## src/frf_defines.svh

```systemverilog
// register offsets, bit positions, reset values and timing for the fault manager
`ifndef FRF_DEFINES_SVH
`define FRF_DEFINES_SVH
`define FRF_ADDR_W 8
`define FRF_OFS_STATUS 8'h00
`define FRF_OFS_CTRL 8'h04
`define FRF_ST_FAULT_A 0
`define FRF_ST_FAULT_B 1
`define FRF_ST_TRAP 2
`define FRF_ST_GLOBAL 3
`define FRF_ST_MASTER 4
`define FRF_ST_WR_EN 5
`define FRF_CT_FORCE_A 0
`define FRF_CT_FORCE_B 1
`define FRF_CT_TRAP 6
`define FRF_CT_LRST 7
`define FRF_CTRL_RST 8'h00
`define FRF_READY_RST 1'b1
`define FRF_TX_EN_RST 2'h3
`define FRF_LATCH_RST 2'h3
`define FRF_FAIL_RST 2'h0
`define FRF_RESP_OKAY 2'h0
`define FRF_RESP_SLVERR 2'h2
`define FRF_CNT_W 8
`define FRF_DETECT_NS 1000
`define FRF_CLK_NS 20
`define FRF_DETECT_CYC (`FRF_DETECT_NS / `FRF_CLK_NS)
`endif

```

## src/frf_pkg.sv

```systemverilog
// types shared by the fault manager
`include "frf_defines.svh"
package frf_pkg;
    // whole module state, registered in one place
    typedef struct packed {
        logic awready;
        logic wready;
        logic bvalid;
        logic [1:0] bresp;
        logic arready;
        logic rvalid;
        logic [1:0] rresp;
        logic [31:0] rdata;
        logic aw_got;
        logic w_got;
        logic [`FRF_ADDR_W-1:0] awaddr;
        logic [7:0] wbyte;
        logic wlane0;
        logic [7:0] ctrl;
        logic pb_meta;
        logic pb_sync;
        logic pb_prev;
        logic lrst_prev;
        logic rst_req;
        logic [1:0][`FRF_CNT_W-1:0] cnt;
        logic [1:0] fail;
        logic [1:0] latched;
        logic [1:0] fault;
        logic [1:0] tx_en;
        logic [1:0] force_err;
        logic [1:0] relay;
        logic global_err;
        logic trap_mode;
        logic net_trap_out;
        logic net_reset_out;
    } frf_state_t;
endpackage : frf_pkg

```

## src/frf_fault_manager.sv

```systemverilog
// two-channel ring fault manager with axi4-lite status and control
// Notes on behaviour
// - receive failure sets channel status bit 0/1, except on the standalone build
// - receive failure disables same channel transmit
// - standalone build reports faults on relay contacts
// - default mode recovers automatically when fault clears
// - trap mode by switch or control bit 6 on the ring master
// - master trap selection spreads to whole ring
// - master on open bus raises global error
// - trap mode holds failure until latch reset
// - power-up in trap mode latches both channels
// - pushbutton or bit toggle resets latch ring-wide
// - every latch reset re-arms trapping
// - bank b switches 3/4 force transmit errors
// - control bits 0/1 force transmit errors
// - control writes ignored unless write enabled
// - status bits read one when active
// - write enable switch gates the control byte
//
// Register access over AXI4-Lite and the placing of the registers were decided locally.
`timescale 1ns/1ps
`include "frf_defines.svh"
module frf_fault_manager #(
    parameter int DETECT_CYC = `FRF_DETECT_CYC // qualify time for a change
) (
    input wire logic aclk,
    input wire logic aresetn,
    input wire logic awvalid,
    output logic awready,
    input wire logic [`FRF_ADDR_W-1:0] awaddr,
    input wire logic [2:0] awprot,
    input wire logic wvalid,
    output logic wready,
    input wire logic [31:0] wdata,
    input wire logic [3:0] wstrb,
    output logic bvalid,
    input wire logic bready,
    output logic [1:0] bresp,
    input wire logic arvalid,
    output logic arready,
    input wire logic [`FRF_ADDR_W-1:0] araddr,
    input wire logic [2:0] arprot,
    output logic rvalid,
    input wire logic rready,
    output logic [31:0] rdata,
    output logic [1:0] rresp,
    input wire logic rx_a_signal_ok,
    input wire logic rx_b_signal_ok,
    input wire logic sw_a_write_en,
    input wire logic sw_b_trap,
    input wire logic sw_b_force_a,
    input wire logic sw_b_force_b,
    input wire logic is_net_master,
    input wire logic redundant_ring,
    input wire logic standalone_variant,
    input wire logic latch_reset_pushbutton,
    input wire logic net_trap_in,
    input wire logic net_reset_in,
    output logic tx_a_enable,
    output logic tx_b_enable,
    output logic tx_a_force_error,
    output logic tx_b_force_error,
    output logic chan_a_error_led,
    output logic chan_b_error_led,
    output logic fault_relay_connector_a,
    output logic fault_relay_connector_b,
    output logic global_error_led,
    output logic net_trap_out,
    output logic net_reset_out
);
    import frf_pkg::*;

    localparam logic [`FRF_CNT_W-1:0] CNT_LAST = `FRF_CNT_W'(DETECT_CYC - 1);

    frf_state_t q; // current state
    frf_state_t next_q; // next state
    logic [1:0] rx_ok; // receive inputs as a vector
    logic [7:0] ctrl_eff; // control byte as seen by the logic
    logic trap_local; // trap selected on this module
    logic local_rst; // reset request raised here

    // map an address to a register, shared by read and write paths
    function automatic logic [1:0] reg_sel(input logic [`FRF_ADDR_W-1:0] a);
        reg_sel = 2'h0;
        if (a == `FRF_OFS_STATUS) begin
            reg_sel = 2'h1;
        end else if (a == `FRF_OFS_CTRL) begin
            reg_sel = 2'h2;
        end
    endfunction : reg_sel

    assign rx_ok = {rx_b_signal_ok, rx_a_signal_ok};

    // control byte is dead while host writes are off
    assign ctrl_eff = sw_a_write_en ? q.ctrl : `FRF_CTRL_RST;
    assign trap_local = is_net_master & (sw_b_trap | ctrl_eff[`FRF_CT_TRAP]);
    // a pushbutton edge or any change of the reset bit is one request
    assign local_rst = (q.pb_sync & ~q.pb_prev)
        | (ctrl_eff[`FRF_CT_LRST] ^ q.lrst_prev);

    // all next-state logic
    always_comb begin
        logic [1:0] sel;
        logic [1:0] fault_n;
        sel = 2'h0;
        fault_n = 2'h0;
        next_q = q;

        // write channel: address and data taken in either order
        if (awvalid && q.awready) begin
            next_q.awaddr = awaddr;
            next_q.aw_got = 1'b1;
            next_q.awready = 1'b0;
        end
        if (wvalid && q.wready) begin
            next_q.wbyte = wdata[7:0];
            next_q.wlane0 = wstrb[0];
            next_q.w_got = 1'b1;
            next_q.wready = 1'b0;
        end
        // both halves in hand: commit and answer
        if (q.aw_got && q.w_got && !q.bvalid) begin
            sel = reg_sel(q.awaddr);
            next_q.aw_got = 1'b0;
            next_q.w_got = 1'b0;
            next_q.bvalid = 1'b1;
            next_q.bresp = (sel == 2'h0) ? `FRF_RESP_SLVERR : `FRF_RESP_OKAY;
            // writes without the switch are accepted but dropped
            if (sel == 2'h2 && q.wlane0 && sw_a_write_en) begin
                next_q.ctrl = q.wbyte;
            end
        end
        // response taken: open for the next write
        if (q.bvalid && bready) begin
            next_q.bvalid = 1'b0;
            next_q.awready = 1'b1;
            next_q.wready = 1'b1;
        end

        // read channel
        if (arvalid && q.arready) begin
            sel = reg_sel(araddr);
            next_q.arready = 1'b0;
            next_q.rvalid = 1'b1;
            next_q.rresp = (sel == 2'h0) ? `FRF_RESP_SLVERR : `FRF_RESP_OKAY;
            next_q.rdata = 32'h0;
            case (sel)
                2'h1: begin
                    // relay builds report on contacts, not status bits
                    next_q.rdata[`FRF_ST_FAULT_A] = q.fault[0] & ~standalone_variant;
                    next_q.rdata[`FRF_ST_FAULT_B] = q.fault[1] & ~standalone_variant;
                    next_q.rdata[`FRF_ST_TRAP] = q.trap_mode;
                    next_q.rdata[`FRF_ST_GLOBAL] = q.global_err;
                    next_q.rdata[`FRF_ST_MASTER] = is_net_master;
                    next_q.rdata[`FRF_ST_WR_EN] = sw_a_write_en;
                end
                2'h2: begin
                    next_q.rdata[7:0] = ctrl_eff; // reads zero when writes are off
                end
                default: begin
                    next_q.rdata = 32'h0;
                end
            endcase
        end
        if (q.rvalid && rready) begin
            next_q.rvalid = 1'b0;
            next_q.arready = 1'b1;
        end

        // pushbutton synchroniser; only the second stage is looked at
        next_q.pb_meta = latch_reset_pushbutton;
        next_q.pb_sync = q.pb_meta;
        next_q.pb_prev = q.pb_sync;
        next_q.lrst_prev = ctrl_eff[`FRF_CT_LRST];
        // a request from the ring counts like a local one
        next_q.rst_req = local_rst | net_reset_in;
        next_q.net_reset_out = local_rst;

        // trap mode from this master or from the ring master
        next_q.net_trap_out = trap_local;
        next_q.trap_mode = trap_local | net_trap_in;

        // per-channel failure qualification; a short glitch is filtered
        for (int i = 0; i < 2; i++) begin
            if (rx_ok[i] != q.fail[i]) begin
                next_q.cnt[i] = '0; // input agrees with the state
            end else if (q.cnt[i] == CNT_LAST) begin
                next_q.cnt[i] = '0;
                next_q.fail[i] = ~q.fail[i];
            end else begin
                next_q.cnt[i] = q.cnt[i] + `FRF_CNT_W'(1);
            end
        end

        // latch: a new failure wins over a reset in the same cycle
        // hold also while trap mode is only about to come up, since the
        // registered mode is still low on the first edge after reset and
        // the power-up trapped state would otherwise be lost
        if (q.trap_mode || next_q.trap_mode) begin
            next_q.latched = q.fail | (q.latched & ~{2{q.rst_req}});
        end else begin
            next_q.latched = q.fail; // auto recovery just follows
        end
        fault_n = q.trap_mode ? next_q.latched : q.fail;

        next_q.fault = fault_n;
        next_q.tx_en = ~fault_n;
        next_q.relay = standalone_variant ? fault_n : 2'h0;
        next_q.force_err[0] = sw_b_force_a | ctrl_eff[`FRF_CT_FORCE_A];
        next_q.force_err[1] = sw_b_force_b | ctrl_eff[`FRF_CT_FORCE_B];
        // an open bus cannot close the ring, so a master flags it
        next_q.global_err = is_net_master & ~redundant_ring;
    end

    // state register, synchronous reset
    always_ff @(posedge aclk) begin
        if (!aresetn) begin
            q <= '0;
            q.ctrl <= `FRF_CTRL_RST;
            q.fail <= `FRF_FAIL_RST;
            q.latched <= `FRF_LATCH_RST;
            q.tx_en <= `FRF_TX_EN_RST;
            // bus opens for the first request straight after reset
            q.awready <= `FRF_READY_RST;
            q.wready <= `FRF_READY_RST;
            q.arready <= `FRF_READY_RST;
        end else begin
            q <= next_q;
        end
    end

    // outputs straight from flops
    assign awready = q.awready;
    assign wready = q.wready;
    assign bvalid = q.bvalid;
    assign bresp = q.bresp;
    assign arready = q.arready;
    assign rvalid = q.rvalid;
    assign rdata = q.rdata;
    assign rresp = q.rresp;
    assign tx_a_enable = q.tx_en[0];
    assign tx_b_enable = q.tx_en[1];
    assign tx_a_force_error = q.force_err[0];
    assign tx_b_force_error = q.force_err[1];
    assign chan_a_error_led = q.fault[0];
    assign chan_b_error_led = q.fault[1];
    assign fault_relay_connector_a = q.relay[0];
    assign fault_relay_connector_b = q.relay[1];
    assign global_error_led = q.global_err;
    assign net_trap_out = q.net_trap_out;
    assign net_reset_out = q.net_reset_out;
endmodule : frf_fault_manager

```

## config.mk

```make
export PLATFORM = sky130hd
export DESIGN_NAME = frf_fault_manager
export DESIGN_NICKNAME = d
export VERILOG_FILES = /design/src/frf_pkg.sv /design/src/frf_fault_manager.sv
export VERILOG_INCLUDE_DIRS = /design/src
export SDC_FILE = /design/constraint.sdc
export NUM_CORES = 1
export LEC_CHECK = 0
export ABC_CLOCK_PERIOD_IN_PS = 1900
export BUFFER_PORTS_ARGS = -buffer_cell sky130_fd_sc_hd__buf_2
export CAP_MARGIN = 20
export CELL_PAD_IN_SITES_DETAIL_PLACEMENT = 0
export CELL_PAD_IN_SITES_GLOBAL_PLACEMENT = 1
export CORE_ASPECT_RATIO = 0.75
export CORE_MARGIN = 2
export CORE_UTILIZATION = 30
export CTS_CLUSTER_SIZE = 40
export DETAILED_ROUTE_END_ITERATION = 7
export GPL_TIMING_DRIVEN = 1
export PLACE_DENSITY = 0.8
export SYNTH_ARGS = -nofsm -noshare
export SYNTH_HDL_FRONTEND = slang
export SYNTH_SLANG_ARGS = --single-unit
export TNS_END_PERCENT = 20
```

## constraint.sdc

```tcl
create_clock -name aclk -period 1.9 [get_ports aclk]
set_clock_uncertainty 0.1 [all_clocks]
set_input_delay 0.19 -clock aclk [delete_from_list [all_inputs] [get_ports aclk]]
set_output_delay 0.19 -clock aclk [all_outputs]
set_load 0.02 [all_outputs]
```

==> impl_metrics.py, run 1 <==
metrics = {
    "yosys": {
        "synth_edf_count": 0,
        "ys_seq_elements": 79,
        "syn_inst": 358,
        "ys.flop_type": "dfxtp_1",
        "ys_seq_area_share_pct": 50.00,
        "yosysWarnings": 0,
        "netlist_area_um2": 3163,
        "avgSynthCellArea_um2": 8.835,
        "yosysUniqueCellTypes": 40,
        "async_reset_ff_share_pct": 0,
    },
    "setup_path": {
        "cp_max_fo": 12,
        "arrival_ns": 1.13,
        "crit_start": "awready$_SDFFE_PP1P_",
        "critPathMaxStageDelay_ns": 0.56,
        "slowest_stage": "dfxtp_1",
        "critical_path_class": "reg -> out",
        "start_kind": "flop",
        "crit_path_end_kind": "primary output",
        "timing.rr.start": "q[18]$_SDFF_PP0_",
        "path_buf_inv": 1,
        "crit_required_ns": 1.61,
        "path_delay_family": "flip-flops",
        "cp_cell_sequence": "buf_2",
    },
    "clock_network": {
        "clock_path_buffers": 2,
        "ctsRootBufferMaster": "clkbuf_16",
        "cts_resized": 0,
        "clk-insertion-delay-late_ns": 0.33,
        "cts_hold_buf": 9,
        "htree_levels": 3,
        "postCtsSetupBuffers": 0,
        "clk_pin_slew_worst_paths_ns": 0.06,
        "clock-sinks": 79,
        "cts_tree": "done",
        "cts_buffers": 9,
    },
    "die": {
        "coreArea_um2": 10290,
        "io_pins": 129,
        "die_h_um": 92.93,
        "start_util_pct": 30.74,
        "dieArea_um2": 11390,
        "row_count": 32,
        "die_w_um": 122.6,
    },
    "final_layout": {
        "synthToLayoutAreaGrowth_pct": 23.14,
        "fill_cells": 1077,
        "drive_gt1_share_pct": 21.76,
        "layout_common_cells": "dfxtp_1, buf_2, nand2_1, a21oi_1, nor2_1",
        "instances_no_fill": 568,
        "final_common_cell": "dfxtp_1",
        "nets": 508,
        "antenna_cells": 0,
        "final_util_pct": 37.85,
    },
    "global_route": {
        "grt_pass1_vias": 2277,
        "antenna_found_initial": 0,
        "grt_start_max_net_pins": 32,
        "grt_overflow": 0,
        "grt_pass1_wl_um": 10940,
        "track_usage_pct": 12.27,
    },
    "sta": {
        "final_max_slew_viol_count": 0,
        "setup_slack_ns": 0.4842,
        "timing.fmax_ghz": 0.7063,
        "setup_viol": 0,
        "fin_crit_sh_pct": 74.51,
        "tns_ns": 0,
        "slew_headroom_pct": 59.30,
        "hold_viol_final": 0,
        "tightest_slew_ns": 0.6105,
        "period_needed_ns": 1.416,
        "rsz0062_at_grt": "no",
    },
    "power": {
        "power_density_nw_per_um2": 1007,
        "p_seq_share_pct": 44.7,
        "p_int_w": 0.002991,
        "p_leak_nw": 1.685,
        "p_comb_share_pct": 7.8,
        "ir_drop_uv": 459.7,
        "swShare_pct": 23.72,
        "p_clk_share_pct": 47.5,
        "switchingPower_w": 0.0009303,
    },
    "route": {
        "post_drt_wl_per_cell_um": 12.01,
        "drtAntennaViolNets": 0,
        "dr_total_vias": 2503,
        "drt-initial-drc-count": 159,
        "via_per_inst": 4.407,
        "drc_errors": 0,
        "first_pass_iters": 4,
        "drt_wl_total_um": 6820,
    },
    "place": {
        "hpwl_um": 5103,
        "dp_cells": 543,
        "place_ws_ns": 0.3744,
        "place.gp.congestion": 0.7681,
        "numPortBuffers": 69,
    },
    "worst_hold_path": {
        "min_from": "awaddr[7]",
        "hold_class": "in -> reg",
    },
    "run_status": {
        "status": "complete, no violations",
    },
    "job": {
        "cap_violations": 0,
    },
}
path summary, 6_finish.rpt:
path | end | slack (ns) | cells after the start
worst max-delay path | awready | 0.48 | 1
worst min-delay path | q[61]$_SDFFE_PN0P_ | 0.01 | 3
worst max register to register | q[14]$_SDFFE_PN0P_ | 0.50 | 4
worst min register to register | next_q[34]$_SDFF_PN0_ | 0.34 | 1
flip-flops by register name, indices dropped and copies added (netlist names):
| name | cells |
|---|---|
| chan_b_error_led | 1 |
| awready | 1 |
| q | 51 |
| rdata | 8 |
| rresp | 1 |
| bresp | 1 |
| wready | 1 |
| net_reset_out | 1 |
| tx_b_enable | 1 |
| chan_a_error_led | 1 |
| fault_relay_connector_b | 1 |
| arready | 1 |
| tx_b_force_error | 1 |
| tx_a_enable | 1 |
| global_error_led | 1 |
| net_trap_out | 1 |
| next_q | 2 |
| tx_a_force_error | 1 |
| bvalid | 1 |
| fault_relay_connector_a | 1 |
| rvalid | 1 |
final cells by class:
class	count	area (µm²)	area share, %
well taps	136	170.2	4.369
repair buffers	81	457.9	11.76
inverters	11	41.29	1.060
multi-input cells	245	1315	33.76
clock inverters	7	103.9	2.666
clock buffers	9	225.2	5.782
flip-flops and latches	79	1582	40.60
per-stage QoR:
| step | hold WS, ns | total power (W) | instance area, µm² |
|---|---|---|---|
| 2_1_floorplan | 0.1624 | 0.002017 | 3257 |
| 3_3_place_gp | 0.2527 | 0.002073 | 3476 |
| 3_5_place_dp | 0.2492 | 0.002082 | 3476 |
| 4_1_cts | 0.003926 | 0.003964 | 3895 |
| 5_1_grt | 0.008266 | 0.004079 | 3895 |
| 6_report | 0.01098 | 0.003922 | 3895 |
synth_stat cells (all sizes together) (2+ instances only):
cell | instances | area share, %
and4 | 2 | 0.55
xnor2 | 5 | 1.4
o211ai | 4 | 0.95
a21oi | 32 | 5.1
nand3 | 26 | 4.1
and3 | 4 | 0.79
buf | 39 | 9.0
nor4 | 4 | 1.5
o21ai | 13 | 2.1
nand2b | 2 | 0.40
and2 | 5 | 0.99
nand2 | 53 | 6.3
nor3 | 2 | 0.32
or2 | 2 | 0.40
nor3b | 3 | 0.71
a211o | 2 | 0.55
dfxtp | 79 | 50
clkbuf | 9 | 1.1
nor2 | 27 | 3.2
a21o | 2 | 0.47
inv | 10 | 1.2
ha | 4 | 1.6
nand4 | 6 | 1.4
a22o | 2 | 0.55
xor2 | 10 | 2.8
power by group through the flow:
stage                     clock network, W  registers (W)  logic, W
after detailed placement                 0        0.00179  0.000292
after CTS                          0.00190        0.00175  0.000307
after global placement                   0        0.00179  0.000287
after floorplan                          0        0.00180  0.000219
after global routing               0.00198        0.00176  0.000339
final                              0.00186        0.00175  0.000305
metal layers:
| layer | wire, µm | vias to the layer above | global-route usage (%) |
|---|---|---|---|
| met2 | 2972 | 72 | 17.87 |
| met5 | 0 | - | 0 |
| li1 | - | 1285 | - |
| met3 | 400 | 2 | 3.879 |
| met1 | 3401 | 1144 | 17.19 |
| met4 | 44 | 0 | 3.640 |
cells by family (layout without fill, tap and decap cells):
group | after synthesis | after routing | synth area share (%)
AO/OA/AOI/OAI | 58 | 58 | 10.44
XOR/XNOR | 15 | 15 | 4.153
adder cells (fa/ha/maj) | 4 | 4 | 1.582
buffers and inverters | 59 | 108 | 11.39
flip-flops | 79 | 79 | 50.00
multiplexers | 1 | 1 | 0.3560
other | 1 | 26 | 0.1186
AND/OR/NAND/NOR | 141 | 141 | 21.95
Power figures use the tool's default switching activity.
==> run 2, diff against run 1 <==
--- a/config.mk
+++ b/config.mk
@@ -6,7 +6,8 @@
 export SDC_FILE = /design/constraint.sdc
 export NUM_CORES = 1
 export LEC_CHECK = 0
-export ABC_CLOCK_PERIOD_IN_PS = 1900
+export ABC_AREA = 1
+export ABC_CLOCK_PERIOD_IN_PS = 1150
 export BUFFER_PORTS_ARGS = -buffer_cell sky130_fd_sc_hd__buf_2
 export CAP_MARGIN = 20
 export CELL_PAD_IN_SITES_DETAIL_PLACEMENT = 0
@@ -17,7 +18,7 @@
 export CTS_CLUSTER_SIZE = 40
 export DETAILED_ROUTE_END_ITERATION = 7
 export GPL_TIMING_DRIVEN = 1
-export PLACE_DENSITY = 0.8
+export PLACE_DENSITY = 0.84
 export SYNTH_ARGS = -nofsm -noshare
 export SYNTH_HDL_FRONTEND = slang
 export SYNTH_SLANG_ARGS = --single-unit
==> constraint.sdc (replaced) <==
create_clock -name aclk -period 1.15 [get_ports aclk]
set_clock_uncertainty 0.1 [all_clocks]
set_input_delay 0.115 -clock aclk [delete_from_list [all_inputs] [get_ports aclk]]
set_output_delay 0.115 -clock aclk [all_outputs]
set_load 0.02 [all_outputs]
==> run 2 against run 1 <==
Compared with the run above:
- the flow now finishes with violations (negative setup slack)
- clock power rose by 55%
- largest cell class is now multi-input combinational cells
- final cell count increased by 34%
- core utilization rose by 4.7 points
- wire length increased by 18%
- synthesized area up 11%
- critical path type is now reg -> reg
- largest power group is now sequential cells
- setup slack worse by 0.57 ns
- final area up 26%
==> impl_metrics.py, run 2 <==
metrics = {
    "yosys": {
        "yosysUniqueCellTypes": 32,
        "ys.flop_type": "dfxtp_1",
        "ys_top_cells_by_area": "dfxtp_1, nand2_1, nor2_1",
        "netlist_area_um2": 3517,
        "yosys.area.top_type": "dfxtp_1",
        "ys_top_cells_by_count": "nand2_1, nor2_1, dfxtp_1",
        "yosysMostFrequentCell": "nand2_1",
        "synthDominantCellAreaShare_pct": 44.97,
        "synth_edf_count": 0,
        "avgSynthCellArea_um2": 7.297,
        "async_reset_ff_share_pct": 0,
        "syn_inst": 482,
        "yosysWarnings": 0,
        "ys_seq_elements": 79,
        "ys_seq_area_share_pct": 44.97,
    },
    "final_layout": {
        "antenna_cells": 0,
        "top_register": "q",
        "largest_reg_flops": 51,
        "design_area_um2": 4901,
        "final_util_pct": 42.51,
        "drive_gt1_share_pct": 30.32,
        "multi_input_area_um2": 1642,
        "layout_common_cells": "nand2_1, nor2_1, buf_2, dfxtp_1, inv_1",
        "seqCellArea_um2": 1609,
        "synthToLayoutAreaGrowth_pct": 39.35,
        "final_common_cell": "nand2_1",
        "nets": 673,
        "fill_cells": 1135,
    },
    "sta": {
        "setup_viol": 19,
        "rsz0062_at_grt": "yes",
        "timing.fmax_ghz": 0.8108,
        "fin_crit_sh_pct": 107.3,
        "setup_slack_ns": -0.08339,
        "final_max_slew_viol_count": 0,
        "hold_viol_final": 0,
        "tns_ns": -0.4544,
        "period_needed_ns": 1.233,
    },
    "setup_path": {
        "worst_r2r_path_depth": 7,
        "critical_path_class": "reg -> reg",
        "path_delay_family": "flip-flops",
        "slowest_stage": "dfxtp_4",
        "timing.rr.end": "q[30]$_SDFF_PP0_",
        "cp_max_fo": 4,
        "start_kind": "flop",
        "crit_required_ns": 1.27,
        "cp_num_cells": 7,
        "cp_cell_sequence": "ha_4, nand2_4, nor2_4, nor2_2, buf_4, nand2_1, inv_1",
        "timing.rr.start": "q[24]$_SDFF_PP0_",
        "crit_end": "q[30]$_SDFF_PP0_",
        "reg2reg_slack_ns": -0.08,
        "critPathMaxStageDelay_ns": 0.40,
        "crit_start": "q[24]$_SDFF_PP0_",
        "crit_path_end_kind": "flop",
        "path_buf_inv": 2,
        "arrival_ns": 1.36,
    },
    "die": {
        "dieArea_um2": 12610,
        "io_pins": 129,
        "start_util_pct": 30.51,
        "row_count": 34,
        "die_w_um": 129.0,
        "die_h_um": 97.77,
        "coreArea_um2": 11530,
    },
    "place": {
        "hpwl_um": 5478,
        "place.gp.congestion": 0.7511,
        "numPortBuffers": 69,
        "placed_area_um2": 4021,
    },
    "global_route": {
        "grt_pass1_wl_um": 12900,
        "grt_pass1_vias": 2917,
        "grt_start_max_net_pins": 29,
        "grt_overflow": 0,
        "antenna_found_initial": 0,
        "track_usage_pct": 12.66,
    },
    "power": {
        "p_leak_nw": 2.316,
        "p_int_w": 0.005025,
        "p_clk_share_pct": 43.1,
        "p_comb_share_pct": 12.8,
        "p_seq_share_pct": 44.1,
        "ir_drop_uv": 682.6,
        "power_density_nw_per_um2": 1367,
        "switchingPower_w": 0.001674,
        "swShare_pct": 24.99,
    },
    "run_status": {
        "status": "finished, violations left",
        "violations": "negative setup slack",
    },
    "clock_network": {
        "clk-insertion-delay-late_ns": 0.33,
        "clock-sinks": 79,
        "cts_tree": "done",
        "htree_levels": 3,
        "clock_path_buffers": 2,
        "ctsRootBufferMaster": "clkbuf_16",
        "cts_buffers": 9,
        "clk_pin_slew_worst_paths_ns": 0.06,
    },
    "route": {
        "drt_wl_total_um": 8028,
        "dr_total_vias": 3098,
        "drc_errors": 0,
        "post_drt_wl_per_cell_um": 10.58,
        "drt-initial-drc-count": 69,
        "via_per_inst": 4.082,
        "drtAntennaViolNets": 0,
        "first_pass_iters": 4,
    },
    "job": {
        "cap_violations": 0,
    },
    "worst_hold_path": {
        "hold_class": "in -> reg",
        "hold_path_depth": 4,
    },
}
-- run 2: changes by cell type after synthesis, moves of 6 or more --
cell and delta:
inv_1 +58, nor2_1 +54, nand2_1 +32, o21ai_0 +11, nand3_1 +8, clkbuf_1 -6
nor2_2 +6, xor2_1 -6
-- run 2: final cells by class --
type / instances / share of cell area [%]
Tap cell: 162 / 4.136
Clock buffer: 12 / 5.234
Inverter: 71 / 5.489
Multi-Input combinational cell: 310 / 33.49
Sequential cell: 79 / 32.83
Clock inverter: 4 / 1.098
Timing Repair Buffer: 121 / 17.72
-- run 2: per-layer routing --
metal  track usage (%)  up-vias  share of wire, %
li1                  -     1640                 -
met3             4.055        8               6.1
met2             20.27       92                45
met5                 0        -                 0
met1             16.67     1358                49
met4             3.010        0              0.52
-- run 2: cells by family (layout without fill, tap and decap cells) --
logic type / after synthesis / count (layout) / share of synthesized area, %
other cells: 1 / 26 / 0.1066
simple gates: 218 / 218 / 26.40
flops: 79 / 79 / 44.97
xor+xnor: 5 / 5 / 1.245
compound gates: 57 / 57 / 8.539
fa+ha+maj: 4 / 4 / 1.423
buf+inv: 118 / 208 / 17.32
-- run 2: worst min path at each step --
stage                                  end           start  slack, ns
2_1_floorplan  global_error_led$_SDFF_PN0_  redundant_ring       0.09
3_3_place_gp   global_error_led$_SDFF_PN0_  redundant_ring       0.19
3_5_place_dp   global_error_led$_SDFF_PN0_  redundant_ring       0.18
4_1_cts               arready$_SDFFE_PP1P_         arvalid      -0.01
5_1_grt                 q[52]$_SDFFE_PN0P_        wdata[6]       0.02
6_report              arready$_SDFFE_PP1P_         arvalid      0.003
-- run 2: tightest hold or removal path, stage by stage --
cell	delay (ns)
buf_2	0.08
nand2_1	0.08
nand2_1	0.07
nand2_1	0.05
-- run 2: repair_timing --
| item | in CTS | in global routing |
|---|---|---|
| pin swaps | 10 | 6 |
| gates cloned | 0 | 0 |
| gates resized for setup | 36 | 44 |
| setup endpoints to repair | 27 | 43 |
| endpoints found under the hold margin | 31 | 0 |
| setup buffers | 1 | 1 |
| hold buffers | 30 | 0 |
-- run 2: power groups by stage --
stage | clock (W) | sequential (W) | combinational (W)
2_1_floorplan | 0 | 0.00303 | 0.000559
3_3_place_gp | 0 | 0.00300 | 0.000721
3_5_place_dp | 0 | 0.00300 | 0.000737
4_1_cts | 0.00296 | 0.00295 | 0.000837
5_1_grt | 0.00309 | 0.00297 | 0.000958
6_report | 0.00288 | 0.00295 | 0.000859
-- run 2: through the flow --
stage | total power, W | cells | hold slack, ns | worst slack (ns)
2_1_floorplan | 0.003587 | 507 | 0.08651 | -0.05841
3_3_place_gp | 0.003717 | 711 | 0.1916 | -0.09430
3_5_place_dp | 0.003738 | 711 | 0.1767 | -0.1379
4_1_cts | 0.006751 | 758 | -0.01271 | -0.06095
5_1_grt | 0.007019 | 759 | 0.02192 | -0.1323
6_report | 0.006699 | 759 | 0.003323 | -0.08339
